File: src/common/pidreg_pkg.sv
// Package for the position regulator: register map, types, helpers
package pidreg_pkg;

  // Register indices; byte address is four times the index
  localparam logic [7:0] IDX_CONTROL     = 8'h00_A0;
  localparam logic [7:0] IDX_PROP_GAIN   = 8'h00_A4;
  localparam logic [7:0] IDX_PROP_SHIFT  = 8'h00_A5;
  localparam logic [7:0] IDX_INT_GAIN    = 8'h00_A8;
  localparam logic [7:0] IDX_INT_SHIFT   = 8'h00_A9;
  localparam logic [7:0] IDX_DER_GAIN    = 8'h00_AC;
  localparam logic [7:0] IDX_DER_SHIFT   = 8'h00_AD;
  localparam logic [7:0] IDX_LIM_INT     = 8'h00_B0;
  localparam logic [7:0] IDX_LIM_PROP    = 8'h00_B4;
  localparam logic [7:0] IDX_LIM_DER     = 8'h00_B8;
  localparam logic [7:0] IDX_LIM_ACC     = 8'h00_B9;
  localparam logic [7:0] IDX_LIM_IN      = 8'h00_BA;
  localparam logic [7:0] IDX_LIM_OUT     = 8'h00_BC;
  localparam logic [7:0] IDX_ACC         = 8'h00_C0;
  localparam logic [7:0] IDX_CUR_ERR     = 8'h00_C4;
  localparam logic [7:0] IDX_PRI_ERR     = 8'h00_C6;
  localparam logic [7:0] IDX_CORR_OUT    = 8'h00_C8;
  localparam logic [7:0] IDX_ENC_SPEED   = 8'h00_CA;

  // Field widths and limit alignment
  localparam int ERR_W     = 14;
  localparam int TERM_W    = 13;
  localparam int ACC_W     = 20;
  localparam int PROP_XTRA = 3;
  localparam int GAIN_DIV  = 3;
  localparam int SH_ERR    = 5;
  localparam int SH_TERM   = 4;
  localparam int SH_ACC    = 11;
  localparam logic [3:0] INT_SHIFT_MAX = 4'h0_00B;
  localparam logic [2:0] DER_SHIFT_MAX = 3'h5;
  localparam int PRESC_W   = 7;

  // Saturation bounds
  localparam logic [23:0] MAX_S8   = 24'h00_007F;
  localparam logic [23:0] MAX_TERM = 24'h00_0FFF;
  localparam logic [23:0] MAX_ERR  = 24'h00_1FFF;
  localparam logic [23:0] MAX_ACC  = 24'h07_FFFF;

  // Reset values
  localparam logic [7:0]  RST_GAIN  = 8'h00_00;
  localparam logic [7:0]  RST_LIM   = 8'h00_FF;
  localparam logic [12:0] RST_LIMO  = 13'h1F_FF;

  // Bus responses
  localparam logic [1:0] RESP_OKAY   = 2'h0;
  localparam logic [1:0] RESP_SLVERR = 2'h2;

  typedef logic signed [23:0] pidreg_val_t;

  typedef enum logic [1:0] {
    ST_IDLE,
    ST_ERR,
    ST_TERMS,
    ST_SUM
  } pidreg_phase_t;

  typedef struct packed {
    logic [2:0]  presc_sel;
    logic [7:0]  pgain;
    logic [2:0]  pshift;
    logic [7:0]  igain;
    logic [3:0]  ishift;
    logic [7:0]  dgain;
    logic [2:0]  dshift;
    logic [7:0]  lim_i;
    logic [7:0]  lim_p;
    logic [7:0]  lim_d;
    logic [7:0]  lim_acc;
    logic [7:0]  lim_in;
    logic [12:0] lim_out;
  } pidreg_cfg_t;

  typedef struct packed {
    logic        awready;
    logic        wready;
    logic        bvalid;
    logic [1:0]  bresp;
    logic        arready;
    logic        rvalid;
    logic [1:0]  rresp;
    logic [31:0] rdata;
    logic        have_aw;
    logic        have_w;
    logic [7:0]  aw_idx;
    logic [31:0] wdata;
    logic [3:0]  wstrb;
  } pidreg_bus_t;

  typedef struct packed {
    pidreg_cfg_t         cfg;
    pidreg_bus_t         bus;
    pidreg_phase_t       phase;
    logic [PRESC_W-1:0]  presc_cnt;
    logic signed [13:0]  err;
    logic signed [13:0]  prev;
    logic signed [19:0]  acc;
    logic signed [12:0]  p_term;
    logic signed [12:0]  i_term;
    logic signed [12:0]  d_term;
    logic signed [13:0]  corr;
    logic signed [13:0]  enc_speed;
  } pidreg_state_t;

  // Symmetric clip to plus or minus bound
  function automatic pidreg_val_t pidreg_clip(input pidreg_val_t v,
                                              input logic [23:0] b);
    pidreg_val_t sb;
    sb = $signed(b);
    if (v > sb) return sb;
    else if (v < -sb) return -sb;
    return v;
  endfunction : pidreg_clip

  // Ramp ticks per regulator step
  function automatic logic [PRESC_W-1:0] pidreg_div(input logic [2:0] s);
    case (s)
      3'h0: return 7'h01;
      3'h1: return 7'h02;
      3'h2: return 7'h03;
      3'h3: return 7'h04;
      3'h4: return 7'h08;
      3'h5: return 7'h10;
      3'h6: return 7'h20;
      default: return 7'h40;
    endcase
  endfunction : pidreg_div

endpackage : pidreg_pkg

File: src/hdl/pidreg_regulator.sv
// Position regulator: PID terms, clipping stages and register slave
//
// The AXI4-Lite register port was left to the implementer.
`timescale 1ns/1ps
`default_nettype none

// Overview of operation
// - Integral term is scaled accumulator times integral gain, divided by 8.
// - Accumulator is cut to an 8-bit window before multiplying.
// - Integral shift 0..11 divides by two to that power; 0 means none.
// - Derivative term is scaled error difference times gain, divided by 8.
// - Derivative difference divided by two to the shift 0..5 into 8 bits.
// - Integral term clipped by 8-bit limit on top magnitude bits.
// - Proportional term clipped by 8-bit limit on top magnitude bits.
// - Derivative term clipped by 8-bit limit on top magnitude bits.
// - 20-bit signed accumulator clipped symmetrically by its 8-bit limit.
// - Integrator input clipped by an 8-bit limit on top magnitude bits.
// - Summed output clipped to a 13-bit programmable magnitude.
// - Accumulator is a 20-bit signed value software can read and write.
// - Current error is encoder minus ramp position, 14-bit signed.
// - Previous error kept as 14-bit signed readable value.
// - Speed correction readable as 14-bit signed value.
// - Encoder speed readable as 14-bit signed value.
// - Error times proportional gain, divided by two to shift plus three; shift 0 means none.
// - Clipped output drives the pulse generator speed correction input.
// - Steps come from prescaled ramp ticks; each needs three clocks.
module pidreg_regulator
  import pidreg_pkg::*;
#(
  parameter int POS_W = 24
) (
  // Clock and reset
  input  wire logic             aclk,
  input  wire logic             aresetn,
  // Write address channel
  input  wire logic [31:0]      s_axi_awaddr,
  input  wire logic [2:0]       s_axi_awprot,
  input  wire logic             s_axi_awvalid,
  output var  logic             s_axi_awready,
  // Write data channel
  input  wire logic [31:0]      s_axi_wdata,
  input  wire logic [3:0]       s_axi_wstrb,
  input  wire logic             s_axi_wvalid,
  output var  logic             s_axi_wready,
  // Write response channel
  output var  logic [1:0]       s_axi_bresp,
  output var  logic             s_axi_bvalid,
  input  wire logic             s_axi_bready,
  // Read address channel
  input  wire logic [31:0]      s_axi_araddr,
  input  wire logic [2:0]       s_axi_arprot,
  input  wire logic             s_axi_arvalid,
  output var  logic             s_axi_arready,
  // Read data channel
  output var  logic [31:0]      s_axi_rdata,
  output var  logic [1:0]       s_axi_rresp,
  output var  logic             s_axi_rvalid,
  input  wire logic             s_axi_rready,
  // Motion inputs
  input  wire logic             ramp_tick,
  input  wire logic [POS_W-1:0] encoder_position,
  input  wire logic [POS_W-1:0] ramp_position,
  input  wire logic [13:0]      encoder_speed_in,
  // Pulse generator correction
  output var  logic [13:0]      speed_correction
);

  pidreg_state_t st;
  pidreg_state_t next_st;

  pidreg_val_t       e_raw;
  pidreg_val_t       prod_p;
  pidreg_val_t       sc_p;
  pidreg_val_t       in_c;
  pidreg_val_t       acc_n;
  pidreg_val_t       sc_i;
  pidreg_val_t       sc_d;
  pidreg_val_t       sum;
  logic [3:0]        ish;
  logic [2:0]        dsh;
  logic [31:0]       mask;
  logic [31:0]       wm;
  logic [31:0]       rd;
  logic              rd_ok;
  logic              wr_ok;
  logic              wr_go;
  logic              acc_wr;
  logic [7:0]        ar_idx;
  logic signed [POS_W-1:0] diff;

  always_comb begin
    next_st = st;
    e_raw   = '0;
    prod_p  = '0;
    sc_p    = '0;
    in_c    = '0;
    acc_n   = '0;
    sc_i    = '0;
    sc_d    = '0;
    sum     = '0;
    ish     = '0;
    dsh     = '0;
    mask    = '0;
    wm      = '0;
    rd      = '0;
    rd_ok   = 1'b0;
    wr_ok   = 1'b0;
    wr_go   = 1'b0;
    acc_wr  = 1'b0;
    ar_idx  = s_axi_araddr[9:2];
    diff    = $signed(encoder_position - ramp_position);

    next_st.enc_speed = $signed(encoder_speed_in);

    // Bus write: address and data taken in either order
    if (s_axi_awvalid && st.bus.awready) begin
      next_st.bus.have_aw = 1'b1;
      next_st.bus.aw_idx  = s_axi_awaddr[9:2];
    end
    if (s_axi_wvalid && st.bus.wready) begin
      next_st.bus.have_w = 1'b1;
      next_st.bus.wdata  = s_axi_wdata;
      next_st.bus.wstrb  = s_axi_wstrb;
    end
    if (st.bus.bvalid && s_axi_bready) begin
      next_st.bus.bvalid = 1'b0;
    end
    wr_go = st.bus.have_aw && st.bus.have_w && !st.bus.bvalid;
    for (int b = 0; b < 4; b++) begin
      mask[b*8 +: 8] = {8{st.bus.wstrb[b]}};
    end
    wm = st.bus.wdata & mask;
    if (wr_go) begin
      wr_ok = 1'b1;
      if (st.bus.aw_idx == IDX_CONTROL) begin
        if (mask[0]) next_st.cfg.presc_sel = wm[2:0];
      end else if (st.bus.aw_idx == IDX_PROP_GAIN) begin
        if (mask[0]) next_st.cfg.pgain = wm[7:0];
      end else if (st.bus.aw_idx == IDX_PROP_SHIFT) begin
        if (mask[0]) next_st.cfg.pshift = wm[2:0];
      end else if (st.bus.aw_idx == IDX_INT_GAIN) begin
        if (mask[0]) next_st.cfg.igain = wm[7:0];
      end else if (st.bus.aw_idx == IDX_INT_SHIFT) begin
        if (mask[0]) next_st.cfg.ishift = wm[3:0];
      end else if (st.bus.aw_idx == IDX_DER_GAIN) begin
        if (mask[0]) next_st.cfg.dgain = wm[7:0];
      end else if (st.bus.aw_idx == IDX_DER_SHIFT) begin
        if (mask[0]) next_st.cfg.dshift = wm[2:0];
      end else if (st.bus.aw_idx == IDX_LIM_INT) begin
        if (mask[0]) next_st.cfg.lim_i = wm[7:0];
      end else if (st.bus.aw_idx == IDX_LIM_PROP) begin
        if (mask[0]) next_st.cfg.lim_p = wm[7:0];
      end else if (st.bus.aw_idx == IDX_LIM_DER) begin
        if (mask[0]) next_st.cfg.lim_d = wm[7:0];
      end else if (st.bus.aw_idx == IDX_LIM_ACC) begin
        if (mask[0]) next_st.cfg.lim_acc = wm[7:0];
      end else if (st.bus.aw_idx == IDX_LIM_IN) begin
        if (mask[0]) next_st.cfg.lim_in = wm[7:0];
      end else if (st.bus.aw_idx == IDX_LIM_OUT) begin
        next_st.cfg.lim_out = (st.cfg.lim_out & ~mask[12:0]) | wm[12:0];
      end else if (st.bus.aw_idx == IDX_ACC) begin
        acc_wr = 1'b1;
      end else if (st.bus.aw_idx == IDX_CUR_ERR ||
                   st.bus.aw_idx == IDX_PRI_ERR ||
                   st.bus.aw_idx == IDX_CORR_OUT ||
                   st.bus.aw_idx == IDX_ENC_SPEED) begin
        wr_ok = 1'b1;
      end else begin
        wr_ok = 1'b0;
      end
      next_st.bus.bvalid  = 1'b1;
      next_st.bus.bresp   = wr_ok ? RESP_OKAY : RESP_SLVERR;
      next_st.bus.have_aw = 1'b0;
      next_st.bus.have_w  = 1'b0;
    end
    next_st.bus.awready = !next_st.bus.have_aw && !next_st.bus.bvalid;
    next_st.bus.wready  = !next_st.bus.have_w && !next_st.bus.bvalid;

    // Bus read: one outstanding, answered the edge after the address
    if (st.bus.rvalid && s_axi_rready) begin
      next_st.bus.rvalid = 1'b0;
    end
    if (s_axi_arvalid && st.bus.arready) begin
      rd_ok = 1'b1;
      if (ar_idx == IDX_CONTROL) begin
        rd[2:0] = st.cfg.presc_sel;
      end else if (ar_idx == IDX_PROP_GAIN) begin
        rd[7:0] = st.cfg.pgain;
      end else if (ar_idx == IDX_PROP_SHIFT) begin
        rd[2:0] = st.cfg.pshift;
      end else if (ar_idx == IDX_INT_GAIN) begin
        rd[7:0] = st.cfg.igain;
      end else if (ar_idx == IDX_INT_SHIFT) begin
        rd[3:0] = st.cfg.ishift;
      end else if (ar_idx == IDX_DER_GAIN) begin
        rd[7:0] = st.cfg.dgain;
      end else if (ar_idx == IDX_DER_SHIFT) begin
        rd[2:0] = st.cfg.dshift;
      end else if (ar_idx == IDX_LIM_INT) begin
        rd[7:0] = st.cfg.lim_i;
      end else if (ar_idx == IDX_LIM_PROP) begin
        rd[7:0] = st.cfg.lim_p;
      end else if (ar_idx == IDX_LIM_DER) begin
        rd[7:0] = st.cfg.lim_d;
      end else if (ar_idx == IDX_LIM_ACC) begin
        rd[7:0] = st.cfg.lim_acc;
      end else if (ar_idx == IDX_LIM_IN) begin
        rd[7:0] = st.cfg.lim_in;
      end else if (ar_idx == IDX_LIM_OUT) begin
        rd[12:0] = st.cfg.lim_out;
      end else if (ar_idx == IDX_ACC) begin
        rd[19:0] = st.acc;
      end else if (ar_idx == IDX_CUR_ERR) begin
        rd[13:0] = st.err;
      end else if (ar_idx == IDX_PRI_ERR) begin
        rd[13:0] = st.prev;
      end else if (ar_idx == IDX_CORR_OUT) begin
        rd[13:0] = st.corr;
      end else if (ar_idx == IDX_ENC_SPEED) begin
        rd[13:0] = st.enc_speed;
      end else begin
        rd_ok = 1'b0;
      end
      next_st.bus.rvalid = 1'b1;
      next_st.bus.rdata  = rd;
      next_st.bus.rresp  = rd_ok ? RESP_OKAY : RESP_SLVERR;
    end
    next_st.bus.arready = !next_st.bus.rvalid;

    // Prescaler; a step that falls due while one is busy is dropped
    if (ramp_tick) begin
      if (st.presc_cnt + 7'h01 >= pidreg_div(st.cfg.presc_sel)) begin
        next_st.presc_cnt = '0;
        if (st.phase == ST_IDLE) next_st.phase = ST_ERR;
      end else begin
        next_st.presc_cnt = st.presc_cnt + 7'h01;
      end
    end

    ish = (st.cfg.ishift > INT_SHIFT_MAX) ? INT_SHIFT_MAX
                                          : st.cfg.ishift;
    dsh = (st.cfg.dshift > DER_SHIFT_MAX) ? DER_SHIFT_MAX
                                          : st.cfg.dshift;

    case (st.phase)
      ST_IDLE: begin
      end
      ST_ERR: begin
        e_raw = pidreg_clip(pidreg_val_t'(diff), MAX_ERR);
        next_st.err   = e_raw[13:0];
        next_st.phase = ST_TERMS;
      end
      ST_TERMS: begin
        // Proportional: multiply first keeps resolution
        prod_p = pidreg_val_t'(st.err) *
                 $signed({16'h0_000, st.cfg.pgain});
        sc_p = (st.cfg.pshift == 3'h0) ? prod_p
             : prod_p >>> (st.cfg.pshift + PROP_XTRA);
        sc_p = pidreg_clip(sc_p, MAX_TERM);
        sc_p = pidreg_clip(sc_p,
                 {11'h000, st.cfg.lim_p, 5'h00} >> 1);
        next_st.p_term = sc_p[12:0];

        // Integrator input and accumulator
        in_c = pidreg_clip(pidreg_val_t'(st.err),
                 {16'h0_000, st.cfg.lim_in} << SH_ERR);
        acc_n = pidreg_clip(pidreg_val_t'(st.acc) + in_c, MAX_ACC);
        acc_n = pidreg_clip(acc_n,
                 {16'h0_000, st.cfg.lim_acc} << SH_ACC);
        next_st.acc = acc_n[19:0];

        // Integral: divides before multiplying, from the held sum
        sc_i = pidreg_clip(pidreg_val_t'(st.acc) >>> ish,
                           MAX_S8);
        sc_i = (sc_i * $signed({16'h0_000, st.cfg.igain}))
               >>> GAIN_DIV;
        sc_i = pidreg_clip(sc_i,
                 {16'h0_000, st.cfg.lim_i} << SH_TERM);
        next_st.i_term = sc_i[12:0];

        // Derivative from the last two errors
        sc_d = pidreg_val_t'(st.err) - pidreg_val_t'(st.prev);
        sc_d = pidreg_clip(sc_d >>> dsh, MAX_S8);
        sc_d = (sc_d * $signed({16'h0_000, st.cfg.dgain}))
               >>> GAIN_DIV;
        sc_d = pidreg_clip(sc_d,
                 {16'h0_000, st.cfg.lim_d} << SH_TERM);
        next_st.d_term = sc_d[12:0];
        next_st.prev   = st.err;
        next_st.phase  = ST_SUM;
      end
      ST_SUM: begin
        sum = pidreg_val_t'(st.p_term) + pidreg_val_t'(st.i_term)
            + pidreg_val_t'(st.d_term);
        sum = pidreg_clip(sum, {11'h000, st.cfg.lim_out});
        next_st.corr  = sum[13:0];
        next_st.phase = ST_IDLE;
      end
      default: begin
        next_st.phase = ST_IDLE;
      end
    endcase

    // Software write to the accumulator wins over the update
    if (acc_wr) begin
      next_st.acc = $signed((st.acc & ~mask[19:0]) | wm[19:0]);
    end
  end

  always_ff @(posedge aclk) begin
    if (!aresetn) begin
      st                 <= '0;
      st.phase           <= ST_IDLE;
      st.cfg.pgain       <= RST_GAIN;
      st.cfg.igain       <= RST_GAIN;
      st.cfg.dgain       <= RST_GAIN;
      st.cfg.lim_i       <= RST_LIM;
      st.cfg.lim_p       <= RST_LIM;
      st.cfg.lim_d       <= RST_LIM;
      st.cfg.lim_acc     <= RST_LIM;
      st.cfg.lim_in      <= RST_LIM;
      st.cfg.lim_out     <= RST_LIMO;
    end else begin
      st <= next_st;
    end
  end

  assign s_axi_awready    = st.bus.awready;
  assign s_axi_wready     = st.bus.wready;
  assign s_axi_bvalid     = st.bus.bvalid;
  assign s_axi_bresp      = st.bus.bresp;
  assign s_axi_arready    = st.bus.arready;
  assign s_axi_rvalid     = st.bus.rvalid;
  assign s_axi_rresp      = st.bus.rresp;
  assign s_axi_rdata      = st.bus.rdata;
  assign speed_correction = st.corr;

endmodule : pidreg_regulator

`default_nettype wire

File: config.mk
export PLATFORM = sky130hd
export DESIGN_NAME = pidreg_regulator
export DESIGN_NICKNAME = d
export VERILOG_FILES = /design/src/common/pidreg_pkg.sv /design/src/hdl/pidreg_regulator.sv
export SDC_FILE = /design/constraint.sdc
export NUM_CORES = 2
export LEC_CHECK = 0
export BUFFER_PORTS_ARGS = -buffer_cell sky130_fd_sc_hd__buf_2
export CORE_MARGIN = 5
export CORE_UTILIZATION = 58
export CTS_CLUSTER_SIZE = 16
export DETAILED_ROUTE_END_ITERATION = 6
export PLACE_DENSITY = 0.76
export SLEW_MARGIN = 15
export SYNTH_ARGS = -nofsm -noshare
export SYNTH_HDL_FRONTEND = slang
export SYNTH_SLANG_ARGS = --single-unit
File: constraint.sdc
create_clock -name aclk -period 10.9 [get_ports aclk]
set_input_delay 2.18 -clock aclk [delete_from_list [all_inputs] [get_ports aclk]]
set_output_delay 2.18 -clock aclk [all_outputs]
set_load 0.05 [all_outputs]
==> flow_metrics.tcl <==
set metrics [dict create \
    initialDrtViolationCount 3818 \
    synth_edf_count 0 \
    cts_hold_buffers 0 \
    numCtsBuffers 34 \
    clkSinkCount 274 \
    hold_path.class "flop to flop" \
    fin_worst_skew_ns 0.0374 \
    core_area_mm2 0.0670 \
    synth_xor_area_share_pct 3.78 \
    layout-drive-gt1-share_pct 8.54 \
    grt_usage_pct 33.2 \
    yosysTopAreaCell "fa_1" \
    yosys.area_share.simple_pct 19.7 \
    fin_crit_sh_pct 96.7 \
    synth_top_family_by_area "adder cells" \
    netlist_instances 5025 \
    vias_per_cell 6.21 \
    rr_endpoint "st[33]$_SDFFE_PN0P_" \
    ctsLongestPathBuffers 3 \
    cp_slowest_cell "fa_1" \
    nets 5911 \
    rows 95 \
    ys_warn_count 0 \
    grt_first_pass_wirelength_mm 197 \
    yosysMostFrequentCell "inv_1" \
    initial_core_util_pct 58.4 \
    die-area_mm2 0.0728 \
    wirelength_mm 125 \
    num_vias 36800 \
    synthAdderAreaFrac_pct 28.4 \
    setup_viol_count_final 0 \
    syn_area_per_cell_um2 7.79 \
    synth_compound_area_share_pct 20.7 \
    ff2ff_path_depth 41 \
    startpoint_type "flop" \
    yosys.area.top_type_share_pct 15.9 \
    p_leak_nw 20.4 \
    clk_latency_ns 0.58 \
    final_cell_area_mm2 0.0419 \
    antenna_found_initial 3 \
    async_reset_ff_share_pct 0 \
    worstPathRequired_ns 11.35 \
    fmax_ghz 0.0948 \
    synthMuxAreaShare_pct 3.41 \
    crit_fanout 19 \
    finalCriticalPeriod_ns 10.54 \
    violations "design-rule violations" \
    worst_ep_arrival_time_ns 11.00 \
    reg2reg_from "st[87]$_SDFFE_PN0P_" \
    hold_viol_final 0 \
    total_power_w 0.00582 \
    synth-seq-cells 274 \
    root_buffer "clkbuf_16" \
    drv_cap 0 \
    ys_seq_area_share_pct 14.0 \
    htreeDepth 2 \
    fin_tns_setup_ns 0 \
    routabilityCongestion 1.00 \
    place_hpwl_mm 98.9 \
    maxSlewViolCount 0 \
    drcViolationCount 37 \
    grt.overflow.total 0 \
    worst_pin_slew_ns 1.02 \
    r2r_setup_slack_ns 0.36 \
    first_pass_iters 7 \
    dpl-instance-area_mm2 0.0405 \
    worstHoldStart "st[168]$_SDFF_PN0_" \
    clkSlewWorstSetupHoldPaths_ns 0.06 \
    grt_max_degree 77 \
    synth_flop_cell "dfxtp_1" \
    port_buffers 149 \
    whs_ns 0.451 \
    whs_path_depth 1 \
    ys_types 100 \
    die_h_um 270 \
    synth_area_mm2 0.0391 \
    ys_top_cells_by_count "inv_1 (669), nand2_1 (500), ha_1 (392)" \
    syn_to_final_growth_pct 7.07 \
    ir_drop_mv 0.175 \
    power_density_mw_per_mm2 139 \
    antenna_left 0 \
    grt_pass1_vias 35600 \
    crit_type "flop to flop" \
    yosys-top-cells-area "fa_1 (16%), dfxtp_1 (14%), ha_1 (13%)" \
    cts_tree "built" \
    end_kind "flop" \
    routedWlPerCell_um 21.0 \
    post-route-util_pct 62.5 \
    ios 231 \
    slowest_delay_ns 0.56 \
    maxSlewHeadroom_pct 32.1 \
    status "finished with violations" \
    die_x_um 270 \
    whs_endpoint "s_axi_wready$_SDFF_PN0_" \
]
## layer usage
metal	vias up	global-route usage [%]	share of wire [%]
met5	-	0	0.017
met4	4	14.1	5.3
met3	311	5.65	9.0
met2	1662	53.4	44
met1	17600	44.3	41
li1	17300	-	-
## worst max-delay path: cells and delay by family, from the launching register on
kind | cells | cell delay [ns]
and+or+nand+nor | 11 | 3.32
AOI/OAI and AO/OA | 14 | 2.90
buffers and inverters | 6 | 0.48
muxes | 1 | 0.15
DFF | 1 | 0.38
adders and majority gates | 8 | 3.00
xor gates and xnor gates | 1 | 0.19
## final cells by class
class,count,area [um^2]
multi-input cells,3787,30000
fillers,5988,25100
flip-flops and latches,274,5490
inverters,672,2520
repair buffers,264,1620
well taps,873,1090
clock buffers,42,932
clock inverters,20,265
diodes,1,2.50
## cells by family (layout without fill, tap and decap cells)
kind of cell,after synthesis,count (layout)
fa+ha+maj,703,703
mux,124,124
other cells,1,15
buf+inv,977,998
simple gates,1571,1571
compound gates,1207,1207
xor+xnor,168,168
flops,274,274
## report_power, final
group / internal, W / switching (W) / leakage [nW]
Combinational: 0.00123 / 0.00208 / 17.6
Clock: 0.000738 / 0.000517 / 0.585
Sequential: 0.00109 / 0.000176 / 2.23
Total: 0.00305 / 0.00277 / 20.4
## through the flow
stage          cells  worst slack [ns]
2_1_floorplan   5038             0.227
3_3_place_gp    5865             0.150
3_5_place_dp    5865           -0.0192
4_1_cts         5929            0.0170
5_1_grt         5932           -0.0753
6_report        5933             0.355
## placed cells by master, fill, tap and decap left out, types with 60 or more instances in the layout
| cell | netlist | layout |
|---|---|---|
| xnor2_1 | 119 | 119 |
| and2_1 | 169 | 169 |
| fa_1 | 310 | 309 |
| nand3_1 | 121 | 120 |
| buf_2 | 10 | 148 |
| dfxtp_1 | 274 | 272 |
| ha_1 | 392 | 388 |
| inv_1 | 669 | 667 |
| o21ai_0 | 203 | 201 |
| a21oi_1 | 314 | 311 |
| o211ai_1 | 90 | 90 |
| nor3_1 | 93 | 92 |
| o21a_1 | 65 | 65 |
| nand2_1 | 500 | 500 |
| mux2i_1 | 103 | 103 |
| a21o_1 | 80 | 78 |
| buf_4 | 52 | 115 |
| nor2b_1 | 71 | 71 |
| nand2b_1 | 60 | 60 |
| nor2_1 | 301 | 300 |
## worst max path at each step
stage	slack, ns	start	cells after the start	to
global placement	0.15	st[88]$_SDFFE_PN0P_	39	st[39]$_SDFFE_PN0P_
global route	-0.08	st[101]$_SDFFE_PN0N_	42	st[33]$_SDFFE_PN0P_
detailed placement	-0.02	st[88]$_SDFFE_PN0P_	39	st[39]$_SDFFE_PN0P_
finish	0.36	st[87]$_SDFFE_PN0P_	41	st[33]$_SDFFE_PN0P_
CTS	0.02	st[88]$_SDFFE_PN0P_	39	st[36]$_SDFFE_PN0P_
floorplan	0.23	st[102]$_SDFFE_PN0N_	44	st[35]$_SDFFE_PN0P_
## repair_timing
action / in CTS / in global routing
pin swaps: 1 / 8
resized for setup: 2 / 33
endpoints found under the setup margin: 7 / 16
setup buffers: 2 / 3
No activity file was read; power rests on OpenSTA's default activity.
